--- src/sld_pkg.sv ---
// Notes on behaviour
// - Counter three tracks command pulses against encoder feedback and flags step loss past the stored limit.
// - A step-loss detection triggers the action chosen in the comparator-three action field.
// - Writing the clear command code sets counter three to zero, also in deviation use.
// - The feedback input type selects quadrature 1x, 2x, 4x or separate up and down pulse lines.
// - A change of both feedback phases in one clock sets the error status and interrupt but never stops motion.
// - Counter source 100 counts output pulses minus encoder feedback pulses.
// - Counter sources 000, 001, 010 and 011 count command pulses, feedback, pulser or a 40 MHz/4096 tick.
// - The direction control bit reverses feedback counting when 0 and leaves it unchanged when 1.
// - With the filter bit at 0 feedback pulses shorter than 150 ns are ignored; at 1 the filter is bypassed.
// - With the disable bit at 1 feedback is not counted, while phase A stays readable as an input.
// - Comparing counter three (select 10) under an index code drives periodic pulses on the compare pin.
// - Index code 1000 pulses in both directions, 1001 only counting up, 1010 only counting down.
// - In index mode counter three wraps between zero and the compare value, at most 32767.
// - For step-loss use the condition holds while counter three is greater than the compare value.
// - With interrupt enable bit 7 set, a met comparator-three condition raises the interrupt.
// - Action code 01 stops at once and 10 decelerates then stops.
package sld_pkg;

  // ****************************************************
  // Timing
  // ****************************************************
  localparam int unsigned CLK_NS       = 4;
  localparam int unsigned FILT_NS      = 150;
  localparam int unsigned FILT_CYC     = (FILT_NS + CLK_NS - 1) / CLK_NS;
  // One period of 40 MHz divided by 4096
  localparam int unsigned REF_TICK_NS  = 102400;
  localparam int unsigned REF_TICK_CYC = REF_TICK_NS / CLK_NS;

  // ****************************************************
  // Register map
  // ****************************************************
  localparam logic [7:0]  OFS_FB_ENV     = 8'h00;
  localparam logic [7:0]  OFS_CNT_ENV    = 8'h04;
  localparam logic [7:0]  OFS_CMP_ENV    = 8'h08;
  localparam logic [7:0]  OFS_ERR_STAT   = 8'h0c;
  localparam logic [7:0]  OFS_CMP_VAL    = 8'h10;
  localparam logic [7:0]  OFS_CNT_VAL    = 8'h14;
  localparam logic [7:0]  OFS_COMMAND    = 8'h18;
  localparam logic [7:0]  OFS_IRQ_STAT   = 8'h1c;
  localparam logic [7:0]  OFS_IRQ_MASK   = 8'h20;
  localparam logic [31:0] REG_RESET      = 32'h0000_0000;
  localparam logic [15:0] CLEAR_CNT3_CMD = 16'h0022;

  // ****************************************************
  // Field positions
  // ****************************************************
  localparam int unsigned FB_TYPE_LSB   = 8;
  localparam int unsigned FB_DIR_BIT    = 10;
  localparam int unsigned FB_FILT_BIT   = 11;
  localparam int unsigned FB_DIS_BIT    = 17;
  localparam int unsigned CNT_SRC_LSB   = 12;
  localparam int unsigned CMP_SEL_LSB   = 16;
  localparam int unsigned CMP_COND_LSB  = 18;
  localparam int unsigned CMP_ACT_LSB   = 22;
  localparam int unsigned ERR_SIMUL_BIT = 13;
  localparam int unsigned IRQ_ERR_BIT   = 0;
  localparam int unsigned IRQ_CMP3_BIT  = 7;
  localparam int unsigned INDEX_MAX_W   = 15;

  // ****************************************************
  // Encodings
  // ****************************************************
  typedef enum logic [1:0] {
    FB_QUAD1 = 2'b00, FB_QUAD2 = 2'b01, FB_QUAD4 = 2'b10, FB_TWO_PULSE = 2'b11
  } sld_fb_mode_type;
  localparam logic [2:0] SRC_CMD     = 3'b000;
  localparam logic [2:0] SRC_FB      = 3'b001;
  localparam logic [2:0] SRC_PULSER  = 3'b010;
  localparam logic [2:0] SRC_REF     = 3'b011;
  localparam logic [2:0] SRC_DEV     = 3'b100;
  localparam logic [1:0] SEL_CNT3    = 2'b10;
  localparam logic [3:0] COND_GT     = 4'b0101;
  localparam logic [3:0] COND_IDX_BI = 4'b1000;
  localparam logic [3:0] COND_IDX_UP = 4'b1001;
  localparam logic [3:0] COND_IDX_DN = 4'b1010;
  localparam logic [1:0] ACT_STOP    = 2'b01;
  localparam logic [1:0] ACT_DECEL   = 2'b10;
  localparam logic [1:0] ACT_PRESET  = 2'b11;

  typedef struct packed {
    logic up;
    logic dn;
    logic both;
  } sld_step_type;

  // Phases packed as {a, b}
  function automatic sld_step_type sld_decode(input logic [1:0] prev, input logic [1:0] cur,
                                              input sld_fb_mode_type mode);
    sld_step_type s;
    logic         a_chg;
    logic         b_chg;
    a_chg  = prev[1] ^ cur[1];
    b_chg  = prev[0] ^ cur[0];
    s.both = a_chg & b_chg;
    s.up   = 1'b0;
    s.dn   = 1'b0;
    if (!s.both) begin
      unique case (mode)
        FB_QUAD1: begin
          s.up = a_chg & cur[1] & !cur[0];
          s.dn = a_chg & !cur[1] & !cur[0];
        end
        FB_QUAD2: begin
          s.up = a_chg & (cur[1] ^ cur[0]);
          s.dn = a_chg & !(cur[1] ^ cur[0]);
        end
        FB_QUAD4: begin
          s.up = (a_chg & (cur[1] ^ cur[0])) | (b_chg & !(cur[1] ^ cur[0]));
          s.dn = (a_chg & !(cur[1] ^ cur[0])) | (b_chg & (cur[1] ^ cur[0]));
        end
        FB_TWO_PULSE: begin
          s.up = a_chg & cur[1];
          s.dn = b_chg & cur[0];
        end
      endcase
    end
    return s;
  endfunction : sld_decode

endpackage : sld_pkg

--- src/sld_step_loss.sv ---
`timescale 1ns/1ns
`default_nettype none
module sld_step_loss
  import sld_pkg::*;
#(
  parameter int unsigned REF_TICK_CYC_P = REF_TICK_CYC
) (
  // Clock and reset
  input  wire logic        sys_clk_i,
  input  wire logic        resetn_i,
  // APB slave
  input  wire logic        psel_i,
  input  wire logic        penable_i,
  input  wire logic        pwrite_i,
  input  wire logic [7:0]  paddr_i,
  input  wire logic [31:0] pwdata_i,
  output logic      [31:0] prdata_o,
  output logic             pready_o,
  output logic             pslverr_o,
  // Pulse generator side
  input  wire logic        cmd_pulse_i,
  input  wire logic        cmd_dir_up_i,
  output logic             stop_immediate_o,
  output logic             stop_decel_o,
  output logic             preset_shift_o,
  // Encoder and pulser pins
  input  wire logic        feedback_phase_a_i,
  input  wire logic        feedback_phase_b_i,
  input  wire logic        pulser_phase_a_i,
  input  wire logic        pulser_phase_b_i,
  output logic             feedback_phase_a_level_o,
  // Compare output and interrupt
  output logic             compare_three_output_pin_o,
  output logic             irq_o
);

  // ****************************************************
  // Pin synchronisers and feedback filter
  // ****************************************************
  logic [3:0]  pin_raw;
  logic [3:0]  meta_reg;
  logic [3:0]  sync_reg;
  logic [3:0]  level;
  logic [3:0]  level_prev_reg;
  logic [31:0] fb_env_reg;
  logic [31:0] cnt_env_reg;
  logic [31:0] cmp_env_reg;
  logic [31:0] cmp_val_reg;
  logic [31:0] cnt_reg;
  logic [31:0] cnt_next;
  logic        filt_bypass;

  assign pin_raw     = {feedback_phase_a_i, feedback_phase_b_i, pulser_phase_a_i, pulser_phase_b_i};
  assign filt_bypass = fb_env_reg[FB_FILT_BIT];

  always_ff @(posedge sys_clk_i or negedge resetn_i) begin
    if (!resetn_i) begin
      meta_reg       <= 4'h0;
      sync_reg       <= 4'h0;
      level_prev_reg <= 4'h0;
    end else begin
      meta_reg       <= pin_raw;
      sync_reg       <= meta_reg;
      level_prev_reg <= level;
    end
  end

  genvar gi;
  generate
    for (gi = 0; gi < 4; gi++) begin : g_filt
      logic [5:0] stable_reg;
      logic       filt_bit_reg;
      always_ff @(posedge sys_clk_i or negedge resetn_i) begin
        if (!resetn_i) begin
          stable_reg   <= 6'h00;
          filt_bit_reg <= 1'b0;
        end else if (sync_reg[gi] == filt_bit_reg) begin
          stable_reg <= 6'h00;
        end else if (stable_reg == 6'(FILT_CYC - 1)) begin
          // Short glitches reset the run and never reach the decoder
          stable_reg   <= 6'h00;
          filt_bit_reg <= sync_reg[gi];
        end else begin
          stable_reg <= stable_reg + 6'h01;
        end
      end
      // Pulser lines are never filtered
      assign level[gi] = (gi >= 2 && !filt_bypass) ? filt_bit_reg : sync_reg[gi];
    end
  endgenerate

  // Phase A stays an ordinary input even while counting from it is off
  assign feedback_phase_a_level_o = sync_reg[3];

  // ****************************************************
  // Decoding
  // ****************************************************
  sld_step_type fb_step;
  sld_step_type pul_step;
  logic         fb_en;
  logic         fb_up;
  logic         fb_dn;
  logic         fb_keep_dir;
  logic         simul_err;

  assign fb_step     = sld_decode(level_prev_reg[3:2], level[3:2],
                                  sld_fb_mode_type'(fb_env_reg[FB_TYPE_LSB +: 2]));
  assign pul_step    = sld_decode(level_prev_reg[1:0], level[1:0], FB_QUAD1);
  assign fb_en       = !fb_env_reg[FB_DIS_BIT];
  assign fb_keep_dir = fb_env_reg[FB_DIR_BIT];
  // A 0 in the direction bit swaps the count direction
  assign fb_up       = fb_en & (fb_keep_dir ? fb_step.up : fb_step.dn);
  assign fb_dn       = fb_en & (fb_keep_dir ? fb_step.dn : fb_step.up);
  // Flagged only; motion is left alone
  assign simul_err   = fb_en & fb_step.both;

  // ****************************************************
  // Reference tick (40 MHz / 4096)
  // ****************************************************
  logic [31:0] ref_cnt_reg;
  logic        ref_tick;

  assign ref_tick = (ref_cnt_reg == 32'(REF_TICK_CYC_P - 1));

  always_ff @(posedge sys_clk_i or negedge resetn_i) begin
    if (!resetn_i) begin
      ref_cnt_reg <= 32'h0000_0000;
    end else begin
      ref_cnt_reg <= ref_tick ? 32'h0000_0000 : ref_cnt_reg + 32'h0000_0001;
    end
  end

  // ****************************************************
  // Counter three
  // ****************************************************
  logic [2:0]  cnt_src;
  logic [1:0]  cmp_sel;
  logic [3:0]  cmp_cond;
  logic [1:0]  cmp_act;
  logic        cmd_up;
  logic        cmd_dn;
  logic        src_up;
  logic        src_dn;
  logic [2:0]  delta;
  logic        idx_mode;
  logic        step_up;
  logic        step_dn;
  logic [31:0] idx_lim;
  logic        wrap_up;
  logic        wrap_dn;
  logic        idx_pulse;
  logic        clear_cmd;

  assign cnt_src  = cnt_env_reg[CNT_SRC_LSB +: 3];
  assign cmp_sel  = cmp_env_reg[CMP_SEL_LSB +: 2];
  assign cmp_cond = cmp_env_reg[CMP_COND_LSB +: 4];
  assign cmp_act  = cmp_env_reg[CMP_ACT_LSB +: 2];
  assign cmd_up   = cmd_pulse_i & cmd_dir_up_i;
  assign cmd_dn   = cmd_pulse_i & !cmd_dir_up_i;

  // Single-step sources
  assign src_up = (cnt_src == SRC_CMD    & cmd_up) |
                  (cnt_src == SRC_FB     & fb_up) |
                  (cnt_src == SRC_PULSER & pul_step.up) |
                  (cnt_src == SRC_REF    & ref_tick);
  assign src_dn = (cnt_src == SRC_CMD    & cmd_dn) |
                  (cnt_src == SRC_FB     & fb_dn) |
                  (cnt_src == SRC_PULSER & pul_step.dn);

  // Deviation: command pulses add, feedback pulses subtract
  assign delta = (cnt_src == SRC_DEV) ?
                 3'(cmd_up) + 3'(fb_dn) - 3'(cmd_dn) - 3'(fb_up) :
                 3'(src_up) - 3'(src_dn);

  assign idx_mode = (cmp_sel == SEL_CNT3) &&
                    (cmp_cond == COND_IDX_BI || cmp_cond == COND_IDX_UP || cmp_cond == COND_IDX_DN);
  assign step_up  = !delta[2] && (delta != 3'b000);
  assign step_dn  = delta[2];
  assign idx_lim  = {17'h0_0000, cmp_val_reg[INDEX_MAX_W-1:0]};
  assign wrap_up  = idx_mode & step_up & (cnt_reg >= idx_lim);
  assign wrap_dn  = idx_mode & step_dn & (cnt_reg == 32'h0000_0000);
  assign idx_pulse = (wrap_up & (cmp_cond != COND_IDX_DN)) |
                     (wrap_dn & (cmp_cond != COND_IDX_UP));

  always_comb begin
    if (clear_cmd) begin
      cnt_next = 32'h0000_0000;
    end else if (idx_mode) begin
      if (wrap_up) begin
        cnt_next = 32'h0000_0000;
      end else if (wrap_dn) begin
        cnt_next = idx_lim;
      end else if (step_up) begin
        cnt_next = cnt_reg + 32'h0000_0001;
      end else if (step_dn) begin
        cnt_next = cnt_reg - 32'h0000_0001;
      end else begin
        cnt_next = cnt_reg;
      end
    end else begin
      cnt_next = cnt_reg + {{29{delta[2]}}, delta};
    end
  end

  // ****************************************************
  // Comparator three and actions
  // ****************************************************
  logic met_lvl;
  logic met_prev_reg;
  logic met_evt;
  logic stop_imm_reg;
  logic stop_decel_reg;
  logic preset_reg;
  logic pin_reg;

  assign met_lvl = (cmp_sel == SEL_CNT3) && (cmp_cond == COND_GT) &&
                   ($signed(cnt_reg) > $signed(cmp_val_reg));
  assign met_evt = idx_mode ? idx_pulse : (met_lvl & !met_prev_reg);

  always_ff @(posedge sys_clk_i or negedge resetn_i) begin
    if (!resetn_i) begin
      cnt_reg        <= REG_RESET;
      met_prev_reg   <= 1'b0;
      stop_imm_reg   <= 1'b0;
      stop_decel_reg <= 1'b0;
      preset_reg     <= 1'b0;
      pin_reg        <= 1'b0;
    end else begin
      cnt_reg        <= cnt_next;
      met_prev_reg   <= met_lvl;
      stop_imm_reg   <= met_evt & (cmp_act == ACT_STOP);
      stop_decel_reg <= met_evt & (cmp_act == ACT_DECEL);
      preset_reg     <= met_evt & (cmp_act == ACT_PRESET);
      pin_reg        <= idx_mode ? idx_pulse : met_lvl;
    end
  end

  assign stop_immediate_o           = stop_imm_reg;
  assign stop_decel_o               = stop_decel_reg;
  assign preset_shift_o             = preset_reg;
  assign compare_three_output_pin_o = pin_reg;

  // ****************************************************
  // APB slave and registers
  // ****************************************************
  logic        acc_wr;
  logic        acc_rd;
  logic        hit;
  logic [31:0] rd_mux;
  logic [31:0] err_stat_reg;
  logic [31:0] irq_stat_reg;
  logic [31:0] irq_mask_reg;
  logic [31:0] irq_set;
  logic [31:0] err_set;

  assign hit = (paddr_i == OFS_FB_ENV)   | (paddr_i == OFS_CNT_ENV)  | (paddr_i == OFS_CMP_ENV) |
               (paddr_i == OFS_ERR_STAT) | (paddr_i == OFS_CMP_VAL)  | (paddr_i == OFS_CNT_VAL) |
               (paddr_i == OFS_COMMAND)  | (paddr_i == OFS_IRQ_STAT) | (paddr_i == OFS_IRQ_MASK);
  assign acc_wr    = psel_i & penable_i & pwrite_i & hit;
  assign acc_rd    = psel_i & !penable_i & !pwrite_i;
  assign pready_o  = 1'b1;
  assign pslverr_o = psel_i & penable_i & !hit;
  assign clear_cmd = acc_wr & (paddr_i == OFS_COMMAND) & (pwdata_i[15:0] == CLEAR_CNT3_CMD);

  assign rd_mux = (paddr_i == OFS_FB_ENV)   ? fb_env_reg :
                  (paddr_i == OFS_CNT_ENV)  ? cnt_env_reg :
                  (paddr_i == OFS_CMP_ENV)  ? cmp_env_reg :
                  (paddr_i == OFS_ERR_STAT) ? err_stat_reg :
                  (paddr_i == OFS_CMP_VAL)  ? cmp_val_reg :
                  (paddr_i == OFS_CNT_VAL)  ? cnt_reg :
                  (paddr_i == OFS_IRQ_STAT) ? irq_stat_reg :
                  (paddr_i == OFS_IRQ_MASK) ? irq_mask_reg : 32'h0000_0000;

  // Sticky sets beat a same-cycle write-one clear
  assign irq_set = (32'(met_evt) << IRQ_CMP3_BIT) | (32'(simul_err) << IRQ_ERR_BIT);
  assign err_set = 32'(simul_err) << ERR_SIMUL_BIT;

  always_ff @(posedge sys_clk_i or negedge resetn_i) begin
    if (!resetn_i) begin
      fb_env_reg  <= REG_RESET;
      cnt_env_reg <= REG_RESET;
      cmp_env_reg <= REG_RESET;
      cmp_val_reg <= REG_RESET;
      irq_mask_reg <= REG_RESET;
    end else if (acc_wr) begin
      if (paddr_i == OFS_FB_ENV)   fb_env_reg   <= pwdata_i;
      if (paddr_i == OFS_CNT_ENV)  cnt_env_reg  <= pwdata_i;
      if (paddr_i == OFS_CMP_ENV)  cmp_env_reg  <= pwdata_i;
      if (paddr_i == OFS_CMP_VAL)  cmp_val_reg  <= pwdata_i;
      if (paddr_i == OFS_IRQ_MASK) irq_mask_reg <= pwdata_i;
    end
  end

  always_ff @(posedge sys_clk_i or negedge resetn_i) begin
    if (!resetn_i) begin
      err_stat_reg <= REG_RESET;
      irq_stat_reg <= REG_RESET;
      prdata_o     <= REG_RESET;
    end else begin
      err_stat_reg <= (err_stat_reg & ~((acc_wr && paddr_i == OFS_ERR_STAT) ? pwdata_i : 32'h0)) | err_set;
      irq_stat_reg <= (irq_stat_reg & ~((acc_wr && paddr_i == OFS_IRQ_STAT) ? pwdata_i : 32'h0)) | irq_set;
      if (acc_rd) begin
        prdata_o <= rd_mux;
      end
    end
  end

  assign irq_o = |(irq_stat_reg & irq_mask_reg);
endmodule : sld_step_loss
`default_nettype wire

--- config.mk ---
export PLATFORM = sky130hd
export DESIGN_NAME = sld_step_loss
export DESIGN_NICKNAME = d
export VERILOG_FILES = /design/src/sld_pkg.sv /design/src/sld_step_loss.sv
export SDC_FILE = /design/constraint.sdc
export NUM_CORES = 1
export LEC_CHECK = 0
export BUFFER_PORTS_ARGS = -buffer_cell sky130_fd_sc_hd__buf_4
export CORE_ASPECT_RATIO = 0.5
export CORE_MARGIN = 2
export CORE_UTILIZATION = 45
export CTS_BUF_LIST = sky130_fd_sc_hd__clkbuf_4
export DETAILED_ROUTE_END_ITERATION = 6
export PLACE_DENSITY = 0.68
export SYNTH_ARGS = -nofsm -noshare
export SYNTH_HDL_FRONTEND = slang
export SYNTH_SLANG_ARGS = --single-unit
--- constraint.sdc ---
create_clock -name sys_clk_i -period 5.7 [get_ports sys_clk_i]
set_input_delay 0.57 -clock sys_clk_i [delete_from_list [all_inputs] [get_ports sys_clk_i]]
set_output_delay 0.57 -clock sys_clk_i [all_outputs]
set_load 0.03 [all_outputs]
==> metrics, run 1 <==
hold path cells 2; pwr dens 366 mW/mm2; DR vias 16301; Max Slew Vio Count 0; ys flop type dfrtp_1; number of DRC markers in iteration 0 approximately 1300; CP startpoint fb_env_reg[11]$_DFFE_PN0P_; Ys Warns 0; proportion of layout cells with a drive suffix above 1 28.9%; setup TNS -0.0225 ns; Fillers 3849; routed vias/inst ~5.9; Reg2Reg Depth 26; vias in the first global route 16070; grt ovf 0; DP Cell Count 2623; simple-gate share of the synthesized area 11.1%; RSZ-0062 raised after global routing true; Crit Path Category reg -> reg; Synth area leaders dfrtp_1 (44%), mux2_2 (11%), ha_1 (6.7%); core area 0.0436 mm2; worst hold start pwdata_i[22]; sequential share of power 35.0%; CP endpoint cnt_reg[28]$_DFFE_PN0P_; Reg clk slew, reported paths 0.07 ns; Lkg Pwr 0.0113 uW; flops & latches, synth between 300 and 400; # H-tree levels 3; fin crit share 100%; CP arrival 6.33 ns; Synth Area in XOR/XNOR 4.04%; Die Height 153 um; largest family of logic cells by synthesized area compound AO/OA/AOI/OAI gates; failing checks setup timing; Critical Path RT 6.32 ns; CTS tree yes; Ports 91; area of the multi-input gates 0.0112 mm2; Max Cap Violations 0; largest area contributor in the netlist dfrtp_1; Layout Cells excl Fill 2786; Post-route DRC 0; Die ar. 0.0462 mm2; Worst Setup Start Kind flop; internal power 5300 uW; Starting Density a little under half; mapped cell area 0.0200 mm2; First-pass DRT Iterations 5; Port Buffers 89; Die W 302 um; total wire length between 50000 and 60000 um; nature of the critical path endpoint flop; first-pass GRT wire length around 91000 um; Tightest Pin Transition approximately 0.91 ns; R2R Path End cnt_reg[28]$_DFFE_PN0P_; Synth Area in Compound Gates between 10% and 20%; Tmin final around 5.7 ns; Reg area 0.00879 mm2; fmax between 150 and 200 MHz; NetSw 3410 uW; register area share after synthesis between 40% and 50%; Peak supply drop 151 uV; detailed placer's ending HPWL ~40000 um; post-synthesis adder-cell area fraction 6.91%; Min-Delay Path Class in -> reg; setup violators final 2; Area after DPL about 0.022 mm2; Post-Layout Inst Area 0.0238 mm2; Sink Count between 300 and 400; final worst slack -0.0149 ns; Net Sw Frac 39.2%; Global Route Usage Sum 24.8%; clock share of power around 23%; pre-CTS worst setup slack -0.236 ns; Final #Nets roughly 2300; Reg-to-Reg Start fb_env_reg[11]$_DFFE_PN0P_; Comb pwr share 41.9%; synthesized area per cell roughly 10 um2; crit path max fanout 8; Slew headroom roughly 39%; area growth from synthesis to final layout 19.2%; clock skew 0.0548 ns; Async SR Flop Fraction 100%; Synth Instances 1916; largest net degree at the start of global routing about 110; GPL Wtd Cong 0.927; Final Hold Vio Count 0; status finished with violations; number of distinct library cells after synthesis 77; CTS buffer count 86; drt wl/cell 20.7 um; post-synth top area share ~44%; clk root buf clkbuf_4; number of synthesized flops with an enable pin 0; syn_nets 2076; mux contribution to synthesized area 12.9%; Final ANT Viol Nets 0; CTS Buffer Depth 3; final core utilization 54.5%; latest clock arrival within the worst-skew pair 0.79 ns; r2r setup slk -0.01 ns; cell row count 54; initial antenna violation count 1
## cell usage in the layout, fill, tap and decap left out, drive strengths merged, types with 16 or more instances in the layout
cell type and instances:
dfrtp 351, buf 215, mux2 191, nor2 147, nand2 123, a21oi 114
clkbuf 112, ha 107, o21ai 99, inv 66, a221oi 64, a21boi 63
xnor2 53, a21o 47, mux2i 42, xor2 39, nand3 33, nand4 26
a22oi 24, clkinv 22, nor3 20, and3 19, nor4 16
## repair_timing
item	CTS	global route
hold endpoints to repair	120	0
gates resized for setup	17	84
hold buffers	14	0
endpoints found under the setup margin	14	23
gates cloned	0	1
buffers inserted	3	8
pin swaps	5	37
## worst max-delay path, cell delays in order, from the launching register on
cell      delay, ns
dfrtp_2        0.43
mux2i_4        0.33
buf_12         0.15
xnor2_4        0.13
mux2_4         0.32
o21ai_2        0.12
a21oi_2        0.05
nor3_2         0.20
mux2i_1        0.10
or2_4          0.30
xnor2_2        0.17
ha_2           0.19
inv_2          0.04
ha_4           0.16
mux2i_4        0.22
clkinv_4       0.20
ha_4           0.32
nand2_2        0.07
or4_4          0.52
a21oi_4        0.16
nor3b_4        0.08
o311ai_4       0.33
nand4_1        0.22
a21oi_2        0.21
mux2i_1        0.20
a21oi_1        0.09
a211o_1        0.27
## power groups by stage
stage / logic, uW / clock network (uW) / registers (uW)
2_1_floorplan: 2250 / 0 / 2840
3_3_place_gp: 3240 / 0 / 3040
3_5_place_dp: 3270 / 0 / 3050
4_1_cts: 3330 / 2050 / 3000
5_1_grt: 4010 / 2190 / 3040
6_report: 3650 / 2010 / 3040
## cell type report
| cell class | count | share of cell area [%] |
|---|---|---|
| Clock buffer | 111 | 3.50 |
| Clock inverter | 26 | 0.615 |
| Sequential cell | 351 | 36.9 |
| Tap cell | 588 | 3.09 |
| Timing Repair Buffer | 230 | 7.80 |
| Antenna cell | 1 | 0.0105 |
| Multi-Input combinational cell | 1414 | 47.0 |
| Inverter | 65 | 1.06 |
## routing by layer
metal	vias to the layer above	part of all wire (%)	GRT usage, %
met5	-	0	0
met4	0	1.9	6.25
met3	99	6.2	4.71
met2	484	45	37.2
met1	8128	47	36.7
li1	7590	-	-
## cells by family after synthesis
logic type | count (synthesis)
adder cells (fa/ha/maj) | 109
XOR/XNOR | 92
multiplexers | 233
AO/OA/AOI/OAI | 523
other | 1
buffers and inverters | 151
flip-flops | 351
AND/OR/NAND/NOR | 456
## worst min path at each step
stage	endpoint	slack (ns)
global placement	sync_reg[0]$_DFF_PN0_	0.33
finish	err_stat_reg[22]$_DFF_PN0_	0.05
floorplan	cmp_env_reg[0]$_DFFE_PN0P_	0.27
CTS	err_stat_reg[22]$_DFF_PN0_	0.003
global route	err_stat_reg[22]$_DFF_PN0_	0.02
detailed placement	sync_reg[0]$_DFF_PN0_	0.33
## metrics by stage
stage	total power (uW)	hold slack, ns
after floorplan	5090	0.274
after global placement	6280	0.332
after detailed placement	6310	0.335
after CTS	8380	0.00272
after global routing	9240	0.0226
final	8710	0.0540
## cell usage after synthesis, types with 18 or more instances
library cell	count
a21boi_0	62
a21o_1	47
a21oi_1	113
a221oi_1	64
a22oi_1	24
and3_1	19
clkbuf_1	64
dfrtp_1	351
ha_1	107
inv_1	65
mux2_2	191
mux2i_1	42
nand2_1	122
nand3_1	33
nand4_1	25
nor2_1	147
nor3_1	18
o21ai_0	93
xnor2_1	53
xor2_1	39
(Power assumes the default switching activity.)
==> run 2: changes to the inputs <==
- CELL_PAD_IN_SITES_DETAIL_PLACEMENT: default -> 0
- CELL_PAD_IN_SITES_GLOBAL_PLACEMENT: default -> 1
- PLACE_DENSITY: 0.68 -> 0.81
==> run 2 against run 1 <==
  * The flow still finishes with violations (setup timing)
  * Core utilization up 1.5 points
  * Cell area is 2.8% higher
  * Worst setup slack got worse by 0.29 ns
  * Global-route usage rose by 0.65 points
  * Count of clock-buffer cells in the layout up 13
  * Clock power increased by 7%
==> metrics, run 2 (synthesis gave the netlist of run 1 again) <==
status finished with violations; failing checks setup timing; biggest cell delay along the critical path 0.44 ns; Post-Layout Inst Area around 0.024 mm2; Final #Nets ~2400; Tightest Pin Transition roughly 1.1 ns; CP startpoint fb_env_reg[11]$_DFFE_PN0P_; Die W 302 um; largest net degree at the start of global routing approximately 130; latest clock arrival within the worst-skew pair around 0.8 ns; cell row count 54; routed vias/inst around 5.8; Reg clk slew, reported paths 0.07 ns; core area about 0.044 mm2; most frequent cells in the layout dfrtp_1 (349), buf_4 (267), mux2_2 (190); Port Buffers 89; DP Cell Count between 2000 and 3000; vias in the first global route 16591; Lkg Pwr 0.0117 uW; number of DRC markers in iteration 0 1382; CP arrival 6.71 ns; CTS tree yes; Area after DPL 0.0222 mm2; first-pass GRT wire length about 90000 um; fin crit share 105%; Post-route DRC 0; Critical Path RT around 6.4 ns; Reg-to-Reg Start fb_env_reg[11]$_DFFE_PN0P_; Design Power around 9000 uW; most common cell after layout, fill and taps aside dfrtp_1; pwr dens about 370 mW/mm2; Max Slew Vio Count 0; Final Hold Vio Count 0; Starting Density between 40% and 50%; CP max stage cell dfrtp_2; Max Cap Violations 0; nature of the critical path endpoint flop; total wire length 58300 um; grt ovf 0; CTS Buffer Depth 3; proportion of layout cells with a drive suffix above 1 31.1%; Die Height 153 um; setup violators final 9; crit-path most repeated cell buf_4; Die ar. ~0.046 mm2; Hold WS 0.0653 ns; Crit Path Category reg -> reg; Min-Delay Path Class in -> reg; Sink Count between 300 and 400; initial antenna violation count 2; Global Route Usage Sum 25.4%; Fillers 3803; crit path max fanout 3; drt wl/cell just over 20 um; detailed placer's ending HPWL 39700 um; area growth from synthesis to final layout 22.5%; Peak supply drop 211 uV; Worst Setup Start Kind flop; final worst slack -0.307 ns; clk root buf clkbuf_4; Layout Cells excl Fill 2874; fmax 166 MHz; Slew headroom 25.6%; CTS buffer count 88; clock skew about 0.054 ns; RSZ-0062 raised after global routing true; First-pass DRT Iterations 5; # H-tree levels 3; pre-CTS worst setup slack -0.355 ns; worst hold start pwdata_i[18]; GPL Wtd Cong 0.902; Ports 91; DR vias 16657; Tmin final 6.01 ns; Final ANT Viol Nets 0
-- run 2: cell count changes in the layout (fill, tap and decap cells not counted), moves of 4 or more --
cell,delta
buf_6,+7
ha_4,-5
buf_4,+63
dlygate4sd3_1,+11
ha_1,+5
clkinv_1,-4
o21ai_0,-12
a211oi_1,-5
clkbuf_4,+13
a211oi_2,+5
a21oi_1,+4
o21ai_1,+12
-- run 2: layout make-up --
class,instances,area (um2),share of cell area [%]
diodes,2,5.00,0.0205
clock buffers,124,931,3.81
clock inverters,21,146,0.599
inverters,65,253,1.03
multi-input cells,1414,11100,45.5
flip-flops and latches,351,8790,35.9
well taps,588,736,3.01
repair buffers,309,2480,10.1
-- run 2: through the flow --
step	util [%]	setup TNS, ns
6_report	56.0	-0.877
3_5_place_dp	50.9	-3.18
3_3_place_gp	50.9	-1.23
5_1_grt	56.0	-4.62
4_1_cts	55.3	-0.535
2_1_floorplan	-	-0.814
-- run 2: where the power goes --
group | switching [uW] | internal [uW]
sequential | 394 | 2620
clock | 1080 | 1090
combinational | 1970 | 1880
-- run 2: path summary, 6_finish.rpt --
kind | slack, ns | depth (start not counted) | end
max | -0.31 | 43 | level_prev_reg[2]$_DFF_PN0_
min | 0.07 | 2 | irq_stat_reg[18]$_DFF_PN0_
max reg2reg | -0.31 | 43 | level_prev_reg[2]$_DFF_PN0_
min reg2reg | 0.35 | 0 | sync_reg[0]$_DFF_PN0_
max in group asynchronous | 4.08 | 3 | irq_mask_reg[25]$_DFFE_PN0P_
min in group asynchronous | 0.35 | 2 | ref_cnt_reg[17]$_DFF_PN0_
-- run 2: critical path, delay by kind of cell (launching register included) --
family                 cells  cell delay [ns]
muxes                      1             0.32
DFF                        1             0.44
buffers and inverters     42             5.15
-- run 2: timing repair --
item                       in CTS  in global routing
cloned                          0                  0
resized for setup              53                 59
buffers inserted               48                 10
hold endpoints to repair      136                  0
pin swaps                      16                 26
hold buffers                   25                  0
setup endpoints to repair      19                 26
-- run 2: per-layer routing --
| metal | up-vias | global-route usage [%] | wire length (um) |
|---|---|---|---|
| li1 | 7740 | - | - |
| met1 | 8311 | 36.2 | 27100 |
| met2 | 502 | 38.7 | 26100 |
| met3 | 104 | 5.94 | 3780 |
| met4 | 0 | 7.14 | 1320 |
| met5 | - | 0 | 0 |
==> run 3: changes to the inputs <==
- ABC_AREA: default -> 1
- CORE_UTILIZATION: 45 -> 43
- PLACE_DENSITY: 0.81 -> 0.83
==> run 3 against run 2 <==
  * The run now ends clean
  * Hold slack gained 0.049 ns
  * Core utilization fell by 7.4 points
  * Combinational power decreased by 6.8%
  * Sequential cell count unchanged
  * Sequential power hardly changed
  * Worst setup slack gained 0.92 ns
  * Largest power group unchanged
==> metrics, run 3 <==
status complete, no violations; Reg clk slew, reported paths 0.09 ns; DR vias 21005; r2r setup slk 0.61 ns; Tmin final between 5 and 6 ns; detailed placer's ending HPWL about 52000 um; pre-CTS worst setup slack about 0.6 ns; crit-path most repeated cell nand2_1; top-count cell post-synth nand2_1; most common cell after layout, fill and taps aside nand2_1; number of DRC markers in iteration 0 1671; first-pass GRT wire length 113000 um; vias in the first global route 19982; Die ar. 0.0529 mm2; setup violators final 0; drt wl/cell 17.9 um; top cells by count, synth nand2_1 (987), inv_1 (468), dfrtp_1 (351), nor2_1 (202), o21ai_0 (183); flops & latches, synth 351; Design Power about 8700 uW; total wire length between 70000 and 80000 um; syn_nets ~3300; R2R Path End cnt_reg[19]$_DFFE_PN0P_; setup TNS 0 ns; Ports 91; CTS tree yes; Critical Path RT 6.45 ns; fin crit share 89.3%; latest clock arrival within the worst-skew pair 0.84 ns; cell row count 58; hold path cells 3; CP arrival 5.83 ns; Post-route DRC 0; Synth Instances 3120; largest area contributor in the netlist dfrtp_1; Sink Count between 300 and 400; Synth area leaders dfrtp_1 (40%), nand2_1 (17%), inv_1 (8.0%); Final ANT Viol Nets 0; mapped cell area 0.0219 mm2; register area share after synthesis 40.1%; sequential share of power 34.3%; nature of the critical path endpoint flop; crit path max fanout 18; initial antenna violation count 1; worst hold start pwdata_i[31]; Starting Density 43.6%; Min-Delay Path Class in -> reg; Worst Setup Start Kind flop; Net Sw Frac between 40% and 50%; routed vias/inst 5.25; Reg2Reg Depth 33; Final #Nets 3403; number of synthesized flops with an enable pin 0; clock share of power roughly a quarter; grt ovf 0; synthesized area per cell 7.03 um2; CTS buffer count slightly below 90; internal power 4840 uW; Peak supply drop 167 uV; Reg-to-Reg Start fb_env_reg[11]$_DFFE_PN0P_; most frequent cells in the layout nand2_1 (987), inv_1 (468), dfrtp_1 (351); pwr dens 357 mW/mm2; Lkg Pwr roughly 0.013 uW; post-synth top area share ~40%; ys flop type dfrtp_1; Max Slew Vio Count 0; Async SR Flop Fraction between 90% and 100%; post-CTS setup buffers 0; Area after DPL 0.0233 mm2; Max Cap Violations 0; Global Route Usage Sum 27.7%; # H-tree levels 3; WHS Endpoint cmp_env_reg[31]$_DFFE_PN0P_; CTS Buffer Depth 3; biggest cell delay along the critical path 0.51 ns; GPL Wtd Cong 0.967; Final Hold Vio Count 0; Slew headroom ~24%; largest net degree at the start of global routing 107; area growth from synthesis to final layout 11.5%; core area 0.0503 mm2; number of distinct library cells after synthesis 43; NetSw 3890 uW; Die W between 300 and 400 um; CP max stage cell o21ai_2; clock skew 0.0698 ns; Tightest Pin Transition 1.14 ns; Ys Warns 0; RSZ-0062 raised after global routing false; Comb pwr share between 40% and 50%; proportion of layout cells with a drive suffix above 1 between 8 and 9%; Die Height 164 um; fmax 197 MHz; Post-Layout Inst Area roughly 0.024 mm2; Crit Path Category reg -> reg; clk root buf clkbuf_4; final worst slack 0.613 ns; First-pass DRT Iterations 5; Port Buffers 89
[run 3: how the worst max path moves through the flow]
stage                                           from  depth (start not counted)                      end  slack [ns]
after CTS                 fb_env_reg[11]$_DFFE_PN0P_                         32  cnt_reg[19]$_DFFE_PN0P_        0.52
after global placement    fb_env_reg[11]$_DFFE_PN0P_                         33  cnt_reg[19]$_DFFE_PN0P_        0.68
after floorplan                sync_reg[3]$_DFF_PN0_                         31  cnt_reg[15]$_DFFE_PN0P_        1.28
final                     fb_env_reg[11]$_DFFE_PN0P_                         33  cnt_reg[19]$_DFFE_PN0P_        0.61
after global routing      fb_env_reg[11]$_DFFE_PN0P_                         33  cnt_reg[14]$_DFFE_PN0P_       0.006
after detailed placement  fb_env_reg[11]$_DFFE_PN0P_                         32  cnt_reg[19]$_DFFE_PN0P_        0.62
[run 3: metrics by stage]
stage          hold slack [ns]  instances  utilization (%)
2_1_floorplan            0.274       3120                -
3_3_place_gp             0.333       3837             46.3
3_5_place_dp             0.335       3837             46.3
4_1_cts                 0.0331       3995             48.6
5_1_grt                 0.0981       4000             48.6
6_report                 0.115       4000             48.6
[run 3: power groups by stage]
stage,registers [uW],clock network [uW],logic (uW)
final,2990,2140,3590
after global routing,2980,2310,4120
after CTS,2980,2200,3570
after detailed placement,3020,0,3540
after global placement,3030,0,3520
after floorplan,2800,0,2540
[run 3: cells by family (layout without fill, tap and decap cells)]
family          count (synthesis)  count (layout)  synth area share, %
xor+xnor                       39              39                 1.56
compound gates                551             551                 13.6
other cells                     1               6               0.0171
mux                             2               2                0.103
flops                         351             351                 40.1
simple gates                 1504            1504                 28.4
buf+inv                       563             748                 9.94
fa+ha+maj                     109             109                 6.29
[run 3: area by class of cell]
cell class	count	area, um2
clock inverter	29	144
fill	5198	25800
timing repair buffer	119	938
tap	690	863
multi-input combinational	2206	11000
antenna	5	12.5
clock buffer	124	931
sequential	351	8780
inverter	476	1790
[run 3: per-layer routing]
| layer | vias up | global-route usage [%] | part of all wire [%] |
|---|---|---|---|
| li1 | 10347 | - | - |
| met1 | 9850 | 39.8 | 47 |
| met2 | 671 | 41.4 | 42 |
| met3 | 137 | 6.06 | 7.6 |
| met4 | 0 | 8.35 | 2.8 |
| met5 | - | 0 | 0 |
[run 3: critical path: cells and delay by family, from the launching register on]
| kind | cells | cell delay (ns) |
|---|---|---|
| AND/OR/NAND/NOR | 21 | 2.22 |
| AO/OA/AOI/OAI | 3 | 0.84 |
| flip-flops | 1 | 0.40 |
| buffers and inverters | 5 | 0.55 |
| adder cells (fa/ha/maj) | 4 | 0.98 |
[run 3: timing repair]
item | CTS | global route
resized for setup | 0 | 1
setup endpoints to repair | 0 | 13
hold buffers | 5 | 0
endpoints found under the hold margin | 103 | 0
